**src/include/gpio_port_pkg.sv**
```systemverilog
// constants and carriers for the 32-pin level and direction port
// assumes a plain register port on the system clock
package gpio_port_pkg;

    localparam int unsigned PIN_COUNT = 32;
    localparam int unsigned ADDR_W    = 12;

    // register offsets (byte addresses)
    localparam logic [ADDR_W-1:0] DRIVE_LEVEL_WORD_OFS      = 12'h0504;
    localparam logic [ADDR_W-1:0] DRIVE_HIGH_STROBE_OFS     = 12'h0508;
    localparam logic [ADDR_W-1:0] DRIVE_LOW_STROBE_OFS      = 12'h050c;
    localparam logic [ADDR_W-1:0] SAMPLED_LEVELS_OFS        = 12'h0510;
    localparam logic [ADDR_W-1:0] LINE_ORIENTATION_WORD_OFS = 12'h0514;
    localparam logic [ADDR_W-1:0] ENABLE_DRIVER_STROBE_OFS  = 12'h0518;
    localparam logic [ADDR_W-1:0] RELEASE_DRIVER_STROBE_OFS = 12'h051c;
    // per-pin setup: base plus four bytes per pin
    localparam logic [ADDR_W-1:0] PER_LINE_SETUP_BASE       = 12'h0700;
    localparam logic [ADDR_W-1:0] PER_LINE_SETUP_LAST       = 12'h077c;
    localparam int unsigned       SETUP_IDX_LSB             = 2;
    localparam int unsigned       SETUP_IDX_W               = 5;

    // per-pin setup field positions
    localparam int unsigned SETUP_DIR_BIT   = 0;
    localparam int unsigned SETUP_INPUT_BIT = 1;

    // reset values
    localparam logic [31:0] DRIVE_LEVEL_RESET = 32'h0000_0000;
    localparam logic [31:0] ORIENT_RESET      = 32'h0000_0000;
    // input buffer disconnect bits: zero means connected
    localparam logic [31:0] INPUT_DISC_RESET  = 32'h0000_0000;
    localparam logic [31:0] ZERO_WORD         = 32'h0000_0000;

    // register port request
    typedef struct packed {
        logic [ADDR_W-1:0] addr;
        logic [31:0]       wdata;
        logic              wr;
        logic              rd;
    } reg_req_t;

    // pin bundle toward the pads
    typedef struct packed {
        logic [PIN_COUNT-1:0] level;
        logic [PIN_COUNT-1:0] enable;
    } pin_drive_t;

    // all state of the port
    typedef struct packed {
        logic [PIN_COUNT-1:0] driveLevel;
        logic [PIN_COUNT-1:0] orientation;
        logic [PIN_COUNT-1:0] inputDisc;
        logic [PIN_COUNT-1:0] syncA;
        logic [PIN_COUNT-1:0] syncB;
        logic [PIN_COUNT-1:0] padOut;
        logic [PIN_COUNT-1:0] padOe;
        logic [31:0]          rdata;
    } port_state_t;

endpackage

```
**src/design/gpio_port_level_direction.sv**
```systemverilog
// one 32-pin general purpose port: drive level, direction, sampled levels
// assumes pads outside resolve the wire; pin inputs are asynchronous
//
// What this block does
// - set and clear drive reads return level word
// - drive set write raises written ones only
// - drive clear write lowers written ones only
// - direction word resets zero, one means output
// - direction set and clear read direction word
// - direction set write makes ones outputs
// - direction clear write makes ones inputs
// - sampled level valid only with buffer connected
// - per-pin direction bit shares direction word storage
`timescale 1ns/100ps
`default_nettype none

module gpio_port_level_direction
    import gpio_port_pkg::*;
(
    input  wire logic                          mclk,     // system clock, 100 MHz
    input  wire logic                          resetn,   // async reset, active low
    input  wire gpio_port_pkg::reg_req_t       regReq,   // register port request
    output logic [31:0]                        regRdata, // read data, cycle after read
    input  wire logic [gpio_port_pkg::PIN_COUNT-1:0] padIn, // pad input levels
    output logic [gpio_port_pkg::PIN_COUNT-1:0] padOut,  // pad output levels
    output logic [gpio_port_pkg::PIN_COUNT-1:0] padOe    // pad drive enables
);
    import gpio_port_pkg::*;

    port_state_t             state;       // registered state
    port_state_t             next_state;  // next state
    logic [SETUP_IDX_W-1:0]  setupIdx;    // pin index of a setup access
    logic                    setupHit;    // address falls in setup range
    logic [31:0]             setupRead;   // setup word for that pin
    logic [PIN_COUNT-1:0]    sampled;     // gated pin levels

    // decode of the per-pin setup window
    assign setupIdx = regReq.addr[SETUP_IDX_LSB +: SETUP_IDX_W];
    assign setupHit = (regReq.addr >= PER_LINE_SETUP_BASE)
                   && (regReq.addr <= PER_LINE_SETUP_LAST)
                   && (regReq.addr[SETUP_IDX_LSB-1:0] == '0);

    // disconnected buffers read as zero, not a stale level
    assign sampled = state.syncB & ~state.inputDisc;

    // setup word: only direction and buffer bits are kept here
    always_comb
    begin
        setupRead = ZERO_WORD;
        setupRead[SETUP_DIR_BIT]   = state.orientation[setupIdx];
        setupRead[SETUP_INPUT_BIT] = state.inputDisc[setupIdx];
    end

    // next-state logic: register writes, reads, synchroniser, pads
    always_comb
    begin
        next_state = state;
        // two-stage synchroniser; only syncB is read by logic
        next_state.syncA = padIn;
        next_state.syncB = state.syncA;

        // writes: address decode as an if chain
        if (regReq.wr)
        begin
            if (regReq.addr == DRIVE_LEVEL_WORD_OFS)
            begin
                next_state.driveLevel = regReq.wdata;
            end
            else if (regReq.addr == DRIVE_HIGH_STROBE_OFS)
            begin
                next_state.driveLevel = state.driveLevel | regReq.wdata;
            end
            else if (regReq.addr == DRIVE_LOW_STROBE_OFS)
            begin
                next_state.driveLevel = state.driveLevel & ~regReq.wdata;
            end
            else if (regReq.addr == LINE_ORIENTATION_WORD_OFS)
            begin
                next_state.orientation = regReq.wdata;
            end
            else if (regReq.addr == ENABLE_DRIVER_STROBE_OFS)
            begin
                next_state.orientation = state.orientation | regReq.wdata;
            end
            else if (regReq.addr == RELEASE_DRIVER_STROBE_OFS)
            begin
                next_state.orientation = state.orientation & ~regReq.wdata;
            end
            else if (setupHit)
            begin
                // same storage as the direction word
                next_state.orientation[setupIdx] = regReq.wdata[SETUP_DIR_BIT];
                next_state.inputDisc[setupIdx]   = regReq.wdata[SETUP_INPUT_BIT];
            end
            // unmapped writes are dropped
        end

        // reads: data stands only in the following cycle
        next_state.rdata = ZERO_WORD;
        if (regReq.rd)
        begin
            if (regReq.addr == DRIVE_LEVEL_WORD_OFS)
            begin
                next_state.rdata = state.driveLevel;
            end
            else if ((regReq.addr == DRIVE_HIGH_STROBE_OFS)
                  || (regReq.addr == DRIVE_LOW_STROBE_OFS))
            begin
                next_state.rdata = state.driveLevel;
            end
            else if (regReq.addr == SAMPLED_LEVELS_OFS)
            begin
                next_state.rdata = sampled;
            end
            else if ((regReq.addr == LINE_ORIENTATION_WORD_OFS)
                  || (regReq.addr == ENABLE_DRIVER_STROBE_OFS)
                  || (regReq.addr == RELEASE_DRIVER_STROBE_OFS))
            begin
                next_state.rdata = state.orientation;
            end
            else if (setupHit)
            begin
                next_state.rdata = setupRead;
            end
            // unmapped reads return zero
        end

        // pads follow the new register contents, one flop from outputs
        next_state.padOut = next_state.driveLevel;
        next_state.padOe  = next_state.orientation;
    end

    // single state register
    always_ff @(posedge mclk or negedge resetn)
    begin
        if (!resetn)
        begin
            state.driveLevel  <= DRIVE_LEVEL_RESET;
            state.orientation <= ORIENT_RESET;
            state.inputDisc   <= INPUT_DISC_RESET;
            state.syncA       <= ZERO_WORD;
            state.syncB       <= ZERO_WORD;
            state.padOut      <= DRIVE_LEVEL_RESET;
            state.padOe       <= ORIENT_RESET;
            state.rdata       <= ZERO_WORD;
        end
        else
        begin
            state <= next_state;
        end
    end

    // outputs straight from flops
    assign regRdata = state.rdata;
    assign padOut   = state.padOut;
    assign padOe    = state.padOe;

endmodule

`default_nettype wire

```
**config.mk**
```make
export PLATFORM = sky130hd
export DESIGN_NAME = gpio_port_level_direction
export DESIGN_NICKNAME = d
export VERILOG_FILES = /design/src/include/gpio_port_pkg.sv /design/src/design/gpio_port_level_direction.sv
export SDC_FILE = /design/constraint.sdc
export NUM_CORES = 1
export LEC_CHECK = 0
export BUFFER_PORTS_ARGS = -buffer_cell sky130_fd_sc_hd__buf_2
export CAP_MARGIN = 20
export CELL_PAD_IN_SITES_DETAIL_PLACEMENT = 1
export CELL_PAD_IN_SITES_GLOBAL_PLACEMENT = 1
export CORE_UTILIZATION = 40
export CTS_CLUSTER_SIZE = 14
export DETAILED_ROUTE_END_ITERATION = 10
export GPL_TIMING_DRIVEN = 0
export PLACE_DENSITY_LB_ADDON = 0.1
export SYNTH_ARGS = -nofsm -noshare
export SYNTH_HDL_FRONTEND = slang
export SYNTH_SLANG_ARGS = --single-unit
export TNS_END_PERCENT = 10
```
**constraint.sdc**
```tcl
create_clock -name mclk -period 1.41 [get_ports mclk]
set_input_delay 0.2115 -clock mclk [delete_from_list [all_inputs] [get_ports mclk]]
set_output_delay 0.2115 -clock mclk [all_outputs]
set_load 0.1 [all_outputs]
```
Word level (Yosys, flattened, before mapping)
Index checks and enable logic that the tools add are counted.
{"block": "word_totals", "register_bits": 192, "inputBits": 80, "out_inout_bits": 96}
{"block": "op_classes", "n_lt_le_gt_ge": 4, "n_eq_ne": 7, "n_mux": 21, "bitwise_logic": 13, "reduce_logical": 12}
{"op": "2-to-1 mux 32 bit", "count": 11}
{"op": "AND 32 bit", "count": 3}
{"op": "== test 12 x 11 -> 1 bit, second input constant", "count": 7}
{"op": "bitwise mux 32 bit", "count": 2}
{"op": "2-to-1 mux 64 bit", "count": 1}
{"op": "inverter 32 bit", "count": 2}
{"op": "OR 32 bit", "count": 2}
{"op": ">= comparator 12 x 11 -> 1 bit, second input constant", "count": 1}
{"op": "less-or-equal comparator 12 x 11 -> 1 bit, second input constant", "count": 1}
{"op": "binary-select mux 1 bit (select 5 bit)", "count": 2}
{"op": "AND reduction 8 bit", "count": 1}
{"op": "less-than comparator 5 x 6 -> 1 bit, second input constant", "count": 1}
{"op": "inverter 1 bit", "count": 6}
{"op": "demux 1 bit (select 5 bit)", "count": 1}
{"op": ">= comparator 5 x 1 -> 1 bit, second input constant", "count": 1}
{"op": "AND reduction 5 bit", "count": 1}
{"op": "nonzero test 4 bit", "count": 1}
{"op": "logical AND 1 bit", "count": 3}
{"op": "logical OR 1 bit", "count": 3}
{"op": "2-to-1 mux 1 bit", "count": 3}
{"op": "nonzero test 3 bit", "count": 1}
{"op": "zero test 2 bit", "count": 1}
{"op": "2-to-1 mux 2 bit", "count": 1}
{"op": "AND reduction 2 bit", "count": 1}

Logic depth before layout (Yosys ltp)
Gate-level depths: netlist (run 1).
{"block": "depth", "ltp_word": 9, "mapped_depth": 9, "mapped_depth_nobuf": 5}

Least setup slack after synthesis (run 1)
Ideal clock, no wire load.
{"block": "synth_path", "path_type": "in2reg", "start": "input regReq[43] (netlist name)", "end": "register state (netlist bit regRdata[0])", "setup_time_ns": 0.126, "arrival_ns": 1.774, "path_slack_ns": -0.491, "path_stages": 7, "path_cell_list": "clkbuf_1 > or4_1 > buf_2 > nor3_4 > buf_6 > a211oi_1 > a311o_1"}
{"element": "start: declaration", "line": "gpio_port_level_direction.sv:22", "text": "input wire gpio_port_pkg::reg_req_t regReq,"}
{"element": "end signal: assignment", "line": "gpio_port_level_direction.sv:149", "text": "state <= next_state;"}
{"element": "end: declaration", "line": "gpio_port_level_direction.sv:30", "text": "port_state_t state;"}

==> results of run 1 <==
## cells in the final DEF, fill, tap and decap left out, types with 4 or more instances in the layout
master and instances:
sky130_fd_sc_hd__dfrtp_1 174, sky130_fd_sc_hd__buf_4 131, sky130_fd_sc_hd__buf_6 82, sky130_fd_sc_hd__o21ai_1 81, sky130_fd_sc_hd__buf_2 76, sky130_fd_sc_hd__nor2_1 52, sky130_fd_sc_hd__buf_12 50, sky130_fd_sc_hd__nor2b_1 35
sky130_fd_sc_hd__a22o_1 34, sky130_fd_sc_hd__dlygate4sd3_1 33, sky130_fd_sc_hd__o211ai_1 27, sky130_fd_sc_hd__mux2_1 25, sky130_fd_sc_hd__a21oi_1 24, sky130_fd_sc_hd__buf_8 22, sky130_fd_sc_hd__nand2_1 21, sky130_fd_sc_hd__nor3_1 21
sky130_fd_sc_hd__clkbuf_16 21, sky130_fd_sc_hd__inv_1 19, sky130_fd_sc_hd__dfrtp_2 18, sky130_fd_sc_hd__a32oi_1 17, sky130_fd_sc_hd__a222oi_1 15, sky130_fd_sc_hd__a21boi_1 14, sky130_fd_sc_hd__mux2i_1 12, sky130_fd_sc_hd__clkbuf_1 10
sky130_fd_sc_hd__clkbuf_2 9, sky130_fd_sc_hd__nor2_4 7, sky130_fd_sc_hd__mux2_2 7, sky130_fd_sc_hd__nor3_2 7, sky130_fd_sc_hd__mux2_4 7, sky130_fd_sc_hd__mux4_2 6, sky130_fd_sc_hd__nand4_1 6, sky130_fd_sc_hd__nor3_4 5
sky130_fd_sc_hd__clkbuf_4 5, sky130_fd_sc_hd__o21ai_0 5, sky130_fd_sc_hd__a32o_1 5, sky130_fd_sc_hd__a22oi_1 4, sky130_fd_sc_hd__nand2b_1 4, sky130_fd_sc_hd__nand3_1 4, sky130_fd_sc_hd__inv_8 4
## synth_stat cells, types with 4 or more instances
| master | count | area [um2] |
|---|---|---|
| sky130_fd_sc_hd__mux2_1 | 32 | 360.4 |
| sky130_fd_sc_hd__nor2b_1 | 35 | 219.0 |
| sky130_fd_sc_hd__buf_4 | 98 | 735.7 |
| sky130_fd_sc_hd__dfrtp_1 | 192 | 4805 |
| sky130_fd_sc_hd__nor3_1 | 30 | 150.1 |
| sky130_fd_sc_hd__a32oi_1 | 18 | 157.7 |
| sky130_fd_sc_hd__clkbuf_1 | 34 | 127.6 |
| sky130_fd_sc_hd__nand3_1 | 8 | 40.04 |
| sky130_fd_sc_hd__o311ai_1 | 4 | 35.03 |
| sky130_fd_sc_hd__mux2i_1 | 13 | 130.1 |
| sky130_fd_sc_hd__nand2b_1 | 4 | 25.02 |
| sky130_fd_sc_hd__a222oi_1 | 15 | 150.1 |
| sky130_fd_sc_hd__nor2_1 | 61 | 229.0 |
| sky130_fd_sc_hd__o21ai_1 | 77 | 385.4 |
| sky130_fd_sc_hd__a22oi_1 | 4 | 30.03 |
| sky130_fd_sc_hd__a21oi_1 | 24 | 120.1 |
| sky130_fd_sc_hd__mux2_2 | 7 | 78.83 |
| sky130_fd_sc_hd__a32o_1 | 6 | 60.06 |
| sky130_fd_sc_hd__a22o_1 | 34 | 297.8 |
| sky130_fd_sc_hd__nand4_1 | 6 | 37.54 |
| sky130_fd_sc_hd__inv_1 | 19 | 71.32 |
| sky130_fd_sc_hd__buf_1 | 4 | 15.01 |
| sky130_fd_sc_hd__o211ai_1 | 27 | 202.7 |
| sky130_fd_sc_hd__buf_6 | 5 | 56.30 |
| sky130_fd_sc_hd__o21ai_0 | 12 | 60.06 |
| sky130_fd_sc_hd__nand2_1 | 22 | 82.58 |
| sky130_fd_sc_hd__buf_2 | 26 | 130.1 |
| sky130_fd_sc_hd__mux4_2 | 6 | 135.1 |
| sky130_fd_sc_hd__a21boi_1 | 15 | 112.6 |
## cells by family (layout without fill, tap and decap cells)
family / Yosys count / in the layout / synth area share
multiplexers: 58 / 58 / 0.07333
flip-flops: 192 / 192 / 0.5001
AO/OA/AOI/OAI: 262 / 262 / 0.1904
XOR/XNOR: 1 / 1 / 0.0009119
buffers and inverters: 186 / 475 / 0.1183
AND/OR/NAND/NOR: 198 / 198 / 0.1170
## power by group through the flow
stage               clock network, mW  registers (mW)  logic, mW
floorplan                           0            5.73      0.295
global placement                    0            5.74      0.715
detailed placement                  0            5.74      0.732
CTS                              5.06            5.63      0.863
global route                     5.25            5.64      0.990
finish                           4.99            5.63      0.931
## cell type report
class                      instances  area [um2]  area share
buffer                           165        1515      0.1076
sequential                       192        4827      0.3427
clock buffer                      18       439.2     0.03118
clock inverter                    14       146.4     0.01039
multi-input combinational        519        3993      0.2834
inverter                          19       71.32    0.005063
timing repair buffer             259        2695      0.1913
tap                              319       399.1     0.02834
## per-layer routing
layer | vias to the layer above | routed length [um] | share of wire
met3 | 78 | 2440 | 0.064
met1 | 4534 | 15520 | 0.41
met5 | - | 0 | 0
met4 | 0 | 1165 | 0.031
li1 | 3742 | - | -
met2 | 381 | 18930 | 0.50
## through the flow
stage | hold WS (ns) | power, mW | setup slack [ns] | instances | util
floorplan | -0.08409 | 6.022 | -0.4156 | 897 | -
global placement | 0.3186 | 6.454 | -3.171 | 1385 | 0.4624
detailed placement | 0.2912 | 6.471 | -1.416 | 1386 | 0.4640
CTS | 0.02864 | 11.55 | -0.3397 | 1485 | 0.5655
global route | 0.05165 | 11.88 | -0.3521 | 1505 | 0.5983
finish | 0.04768 | 11.55 | -0.3279 | 1505 | 0.5983
## what timing repair did
action / CTS / global route
pin swaps: 15 / 35
gates cloned: 2 / 3
buffers inserted: 33 / 19
endpoints found under the setup margin: 224 / 280
endpoints found under the hold margin: 124 / 0
gates resized for setup: 368 / 164
hold buffers: 33 / 0
## how the worst min path moves through the flow
stage / endpoint / slack [ns] / cells after the start
floorplan: async pin / -0.08 / 0
global placement: next_state[100] / 0.32 / 1
detailed placement: next_state[111] / 0.29 / 1
CTS: flip-flop / 0.03 / 2
global route: flip-flop / 0.05 / 2
finish: flip-flop / 0.05 / 2
==> results.rst, run 1 <==
.. list-table::
   :header-rows: 1

   * - Metric
     - Value
   * - Global-route wire length before repair
     - 55340 um
   * - Final total negative setup slack
     - -17.75 ns
   * - Type of the worst setup path
     - flip-flop to flip-flop
   * - Reg-to-Reg End
     - regRdata[0]
   * - Slowest cell on the critical path
     - sky130_fd_sc_hd__mux4_2
   * - Highest attainable clock frequency
     - 0.5754 GHz
   * - Overall routing resource usage
     - 0.3085
   * - Antenna violations before repair
     - 2
   * - HP Start
     - regReq[32]
   * - Share of total power in sequential cells
     - 0.487
   * - Vias in the first global route
     - 8977
   * - Vias per Instance
     - 5.804
   * - Kind of start point of the critical path
     - flip-flop
   * - Number of sinks handled by clock tree synthesis
     - 192
   * - Fraction of met1 tracks used by global routing
     - 0.4121
   * - Number of enable flip-flop cells after synthesis
     - 0
   * - Longest individual stage delay on the worst path
     - 0.48 ns
   * - Cell count of the worst reg-to-reg path
     - 5
   * - Synth Register Bits
     - 192
   * - Asr flop ratio synth
     - 1.000
   * - Count of mapped cells out of synthesis
     - 897
   * - Power per cell area
     - 820.3 mW/mm2
   * - Fraction of met3 tracks used by global routing
     - 0.05231
   * - Startpoint of the lowest-slack register-to-register path
     - padOe[24]
   * - Proportion of power drawn by the clock network
     - 0.432
   * - Critical path origin
     - padOe[24]
   * - Chip Width
     - 157.0 um
   * - Layout cells sized above 1
     - 0.4266
   * - Critical Path RT
     - 1.73 ns
   * - Sw Share
     - 0.2645
   * - Area of the die
     - 0.02464 mm2
   * - Area of the core
     - 0.02354 mm2
   * - Global-route track usage on met2
     - 0.5041
   * - Failing checks
     - setup timing
   * - Height of the die
     - 157.0 um
   * - Cell area after layout
     - 0.01409 mm2
   * - Type of destination of the critical path
     - flip-flop
   * - Number of nets in the layout
     - 1253
   * - Total half-perimeter wirelength after legalization and detailed placement
     - 23980 um
   * - Syn_nets
     - 977
   * - Ports placed on the boundary
     - 176
   * - Worst ir drop on vdd
     - 501.4 uV
   * - Depth of the critical timing path with buffers and inverters included
     - 5
   * - Clock tree skew after final layout
     - 0.01197 ns
   * - Cell area after placement
     - 0.01092 mm2
   * - Synth unique cells
     - 63
   * - Commonest register cell after synthesis
     - sky130_fd_sc_hd__dfrtp_1
   * - Largest net degree at the start of global routing
     - 101
   * - Number of buffers on the longest clock path
     - 2
   * - Worst setup slack for register-to-register paths
     - -0.33 ns
   * - Hold Crit Class
     - input port to flip-flop
   * - Number of search-and-repair iterations in the first detailed-routing pass
     - 7
   * - Transition time at the pin with the least slew margin
     - 0.8904 ns
   * - Final critical-path share of the clock period
     - 1.233
   * - Part of the total power dissipated in combinational logic
     - 0.081
   * - Fillcell total
     - 2458
   * - Worst slew margin
     - 0.4064
   * - Run status
     - finished with violations
   * - Hold violation total from the final report
     - 0
   * - TritonCTS clock tree
     - yes
   * - GRT overflow
     - 0
   * - Number of violations reported at the end of detailed-routing iteration 0
     - 655
   * - GR peak layer
     - met2
   * - Switching component of the power
     - 3.057 mW
   * - Clock tree root driver cell
     - sky130_fd_sc_hd__clkbuf_16
   * - Post-layout minimum cycle time
     - 1.738 ns
   * - Routed wire length
     - 38050 um
   * - Final Slew Violations
     - 0
   * - Buffering stage count on the worst path with inverters included
     - 0
   * - Crit path to
     - regRdata[0]
   * - Static leakage
     - 6.203 nW
   * - Remaining antenna violation count after routing
     - 0
   * - Average wire length per cell after detail routing
     - 25.28 um
   * - Reported max-cap violation count
     - 0
   * - CP Cell Sequence
     - mux4_2 -> o22ai_2 -> a221o_1 -> nor4_2 -> a311o_1
   * - Area growth from synthesis to final layout
     - 46.63%
   * - Per-instance average area after synthesis
     - 10.71 um2
   * - Post-route DRC
     - 0
   * - Clock Latency Late Sink
     - 0.44 ns
   * - Crit-path max FO
     - 2
   * - Setup repair after global routing missed its margin
     - true
   * - Total clock buffers created by CTS
     - 17
   * - Total of warnings raised by yosys
     - 0
   * - Share of the yosys chip area belonging to registers
     - 0.5001
   * - Setup violators final
     - 130
   * - Internal Dissipation
     - 8.498 mW
   * - Port Buffers
     - 169
   * - Endpoint arrival time on the critical path
     - 2.06 ns
   * - Ant diodes
     - 0
   * - Std cell rows
     - 56
   * - Reg clk slew, reported paths
     - 0.08 ns
   * - Post-synthesis cell area
     - 0.009607 mm2
   * - DR vias
     - 8735
   * - RD Place Congestion
     - 0.9132
   * - Family with the most delay on the worst path
     - compound AO/OA/AOI/OAI gates
   * - Starting density of the core
     - 0.4081
   * - H-tree levels
     - 4
   * - Final setup margin
     - -0.3279 ns
Note: power is estimated with default switching activity, not from simulation.
==> run 2, diff against run 1 <==
- TNS_END_PERCENT: 10 -> not set
==> results.rst, run 2 (synthesis gave the netlist of run 1 again) <==
.. list-table::
   :header-rows: 1

   * - Metric
     - Value
   * - Run status
     - finished with violations
   * - Failing checks
     - setup timing
   * - Post-route DRC
     - 0 (unchanged)
   * - Setup violators final
     - 139 (+6.9%)
   * - GRT overflow
     - 0 (unchanged)
   * - Area growth from synthesis to final layout
     - 62.19%
   * - Longest individual stage delay on the worst path
     - 0.61 ns (+0.13 ns)
   * - Post-layout utilization of the core
     - 0.6618 (+0.06351)
   * - Height of the die
     - 157.0 um (unchanged)
   * - Internal Dissipation
     - 8.397 mW (-1.2%)
   * - Routed wire length
     - 44340 um (+17%)
   * - Endpoint arrival time on the critical path
     - 2.18 ns (+0.12 ns)
   * - Area of the die
     - 0.02464 mm2 (unchanged)
   * - Overall routing resource usage
     - 0.3409 (+0.03240)
   * - Part of the total power dissipated in combinational logic
     - 0.089 (+0.008)
   * - Share of total power in sequential cells
     - 0.488 (about the same)
   * - Starting density of the core
     - 0.4081 (unchanged)
   * - Worst hold-check slack
     - 0.07982 ns (+0.03214 ns)
   * - Average wire length per cell after detail routing
     - 28.13 um (+11%)
   * - Final setup margin
     - -0.4418 ns (-0.1139 ns)
   * - Worst slack at placement
     - -1.497 ns (-0.08138 ns)
   * - Pwr Total
     - 11.55 mW (about the same)
   * - Number of buffers on the longest clock path
     - 2 (unchanged)
   * - Clock tree skew after final layout
     - 0.01094 ns (-0.001027 ns)
   * - Type of destination of the critical path
     - flip-flop
   * - Power per cell area
     - 741.5 mW/mm2 (-9.6%)
   * - Critical Path RT
     - 1.74 ns (about the same)
   * - Sw Share
     - 0.2732 (+0.008683)
   * - Reg clk slew, reported paths
     - 0.08 ns (about the same)
   * - Final Slew Violations
     - 0 (unchanged)
   * - Largest net degree at the start of global routing
     - 109 (+7.9%)
   * - Hold violation total from the final report
     - 0 (unchanged)
   * - Layout cells sized above 1
     - 0.5306 (+0.1040)
   * - Ant diodes
     - 0 (unchanged)
   * - Global-route wire length before repair
     - 60550 um (+9.4%)
   * - Number of search-and-repair iterations in the first detailed-routing pass
     - 5 (-2)
   * - Crit-path max FO
     - 8 (+6)
   * - Type of the worst setup path
     - input port to flip-flop
   * - Setup repair after global routing missed its margin
     - true
   * - Final critical-path share of the clock period
     - 1.313 (+0.08080)
   * - Clock tree root driver cell
     - sky130_fd_sc_hd__clkbuf_16
   * - Final total negative setup slack
     - -32.75 ns (-15.00 ns)
   * - H-tree levels
     - 4 (unchanged)
   * - Post-layout minimum cycle time
     - 1.852 ns (+0.1139 ns)
   * - Area of the core
     - 0.02354 mm2 (unchanged)
   * - Worst slew margin
     - 0.4189 (+0.01254)
   * - Total half-perimeter wirelength after legalization and detailed placement
     - 24320 um (+1.4%)
   * - Worst ir drop on vdd
     - 525.0 uV (+4.7%)
   * - Antenna violations before repair
     - 0 (-2)
   * - RD Place Congestion
     - 0.9274 (+1.6%)
   * - Proportion of power drawn by the clock network
     - 0.423 (-0.009)
   * - Std cell rows
     - 56 (unchanged)
   * - Vias per Instance
     - 5.970 (+2.9%)
   * - Number of sinks handled by clock tree synthesis
     - 192 (unchanged)
   * - Total clock buffers created by CTS
     - 17 (unchanged)
   * - Number of nets in the layout
     - 1324 (+5.7%)
   * - CP Cell Sequence
     - buf_8 -> nand4bb_4 -> or4_4 -> buf_4 -> nor3_4 -> buf_12 -> a211oi_2 -> a311o_1
   * - Vias in the first global route
     - 9667 (+7.7%)
   * - Ports placed on the boundary
     - 176 (unchanged)
   * - Transition time at the pin with the least slew margin
     - 0.8716 ns (-0.01881 ns)
   * - Hold Crit Class
     - input port to flip-flop
   * - Most frequent cells in the layout
     - sky130_fd_sc_hd__dfrtp_1 (178), sky130_fd_sc_hd__buf_4 (169), sky130_fd_sc_hd__buf_6 (96)
   * - Switching component of the power
     - 3.157 mW (+3.3%)
   * - Clock Latency Late Sink
     - 0.45 ns (about the same)
   * - Highest attainable clock frequency
     - 0.5400 GHz (-6.2%)
   * - Chip Width
     - 157.0 um (unchanged)
   * - Static leakage
     - 6.861 nW (+11%)
   * - Reported max-cap violation count
     - 0 (unchanged)
   * - TritonCTS clock tree
     - yes
   * - Number of violations reported at the end of detailed-routing iteration 0
     - 779 (+19%)
   * - DR vias
     - 9409 (+7.7%)
   * - Port Buffers
     - 169 (unchanged)
   * - Slowest cell on the critical path
     - sky130_fd_sc_hd__or4_4
   * - Kind of start point of the critical path
     - input port
   * - Remaining antenna violation count after routing
     - 0 (unchanged)
   * - Most common cell after layout, fill and taps aside
     - sky130_fd_sc_hd__dfrtp_1
run 2: cell count changes in the layout (fill, tap and decap cells not counted), sizes merged:
| cell | delta |
|---|---|
| buf | +69 |
| clkbuf | +4 |
| clkinvlp | -2 |
| bufinv | -1 |
| clkinv | +1 |
run 2: area by class of cell:
| cell class | count | area (um2) |
|---|---|---|
| repair buffers | 348 | 3770 |
| fillers | 2353 | 7961 |
| multi-input cells | 519 | 4591 |
| plain buffers | 147 | 1358 |
| clock buffers | 20 | 456.7 |
| clock inverters | 12 | 113.9 |
| inverters | 19 | 71.32 |
| flip-flops and latches | 192 | 4822 |
| well taps | 319 | 399.1 |
run 2: layer usage:
metal,global-route usage,vias to the layer above,part of all wire
met5,0,-,0
met4,0.1788,0,0.051
met3,0.06250,130,0.067
met2,0.5634,497,0.49
met1,0.4253,4883,0.39
li1,-,3899,-
run 2: repair_timing:
item,CTS,global route
pin swaps,53,77
gates resized for setup,469,197
endpoints found under the hold margin,116,0
endpoints found under the setup margin,223,284
setup buffers,90,53
cloned,9,4
hold buffers,33,0
run 2: stage by stage:
step / cells / cell area (um2)
2_1_floorplan: 897 / 9783
3_3_place_gp: 1385 / 11030
3_5_place_dp: 1386 / 11070
4_1_cts: 1537 / 14560
5_1_grt: 1576 / 15580
6_report: 1576 / 15580
run 2: path summary, 6_finish.rpt:
check	to	slack, ns	start	depth (start not counted)
max	regRdata[0]	-0.44	regReq[45]	8
min	flip-flop	0.08	regReq[15]	2
max reg2reg	regRdata[0]	-0.37	padOe[30]	5
min reg2reg	state[112]	0.34	next_state[112]	0
max in group asynchronous	padOe[0]	0.20	resetn	3
min in group asynchronous	async pin	0.27	resetn	2
run 2: power by group through the flow:
stage | sequential [mW] | clock (mW) | combinational (mW)
CTS | 5.63 | 4.93 | 0.940
detailed placement | 5.74 | 0 | 0.759
global placement | 5.74 | 0 | 0.740
floorplan | 5.73 | 0 | 0.311
global route | 5.64 | 5.14 | 1.08
finish | 5.63 | 4.89 | 1.03
run 2: critical path, delay by kind of cell:
kind,cells,cell delay [ns]
buffers and inverters,3,0.50
AOI/OAI and AO/OA,2,0.39
and+or+nand+nor,3,1.08
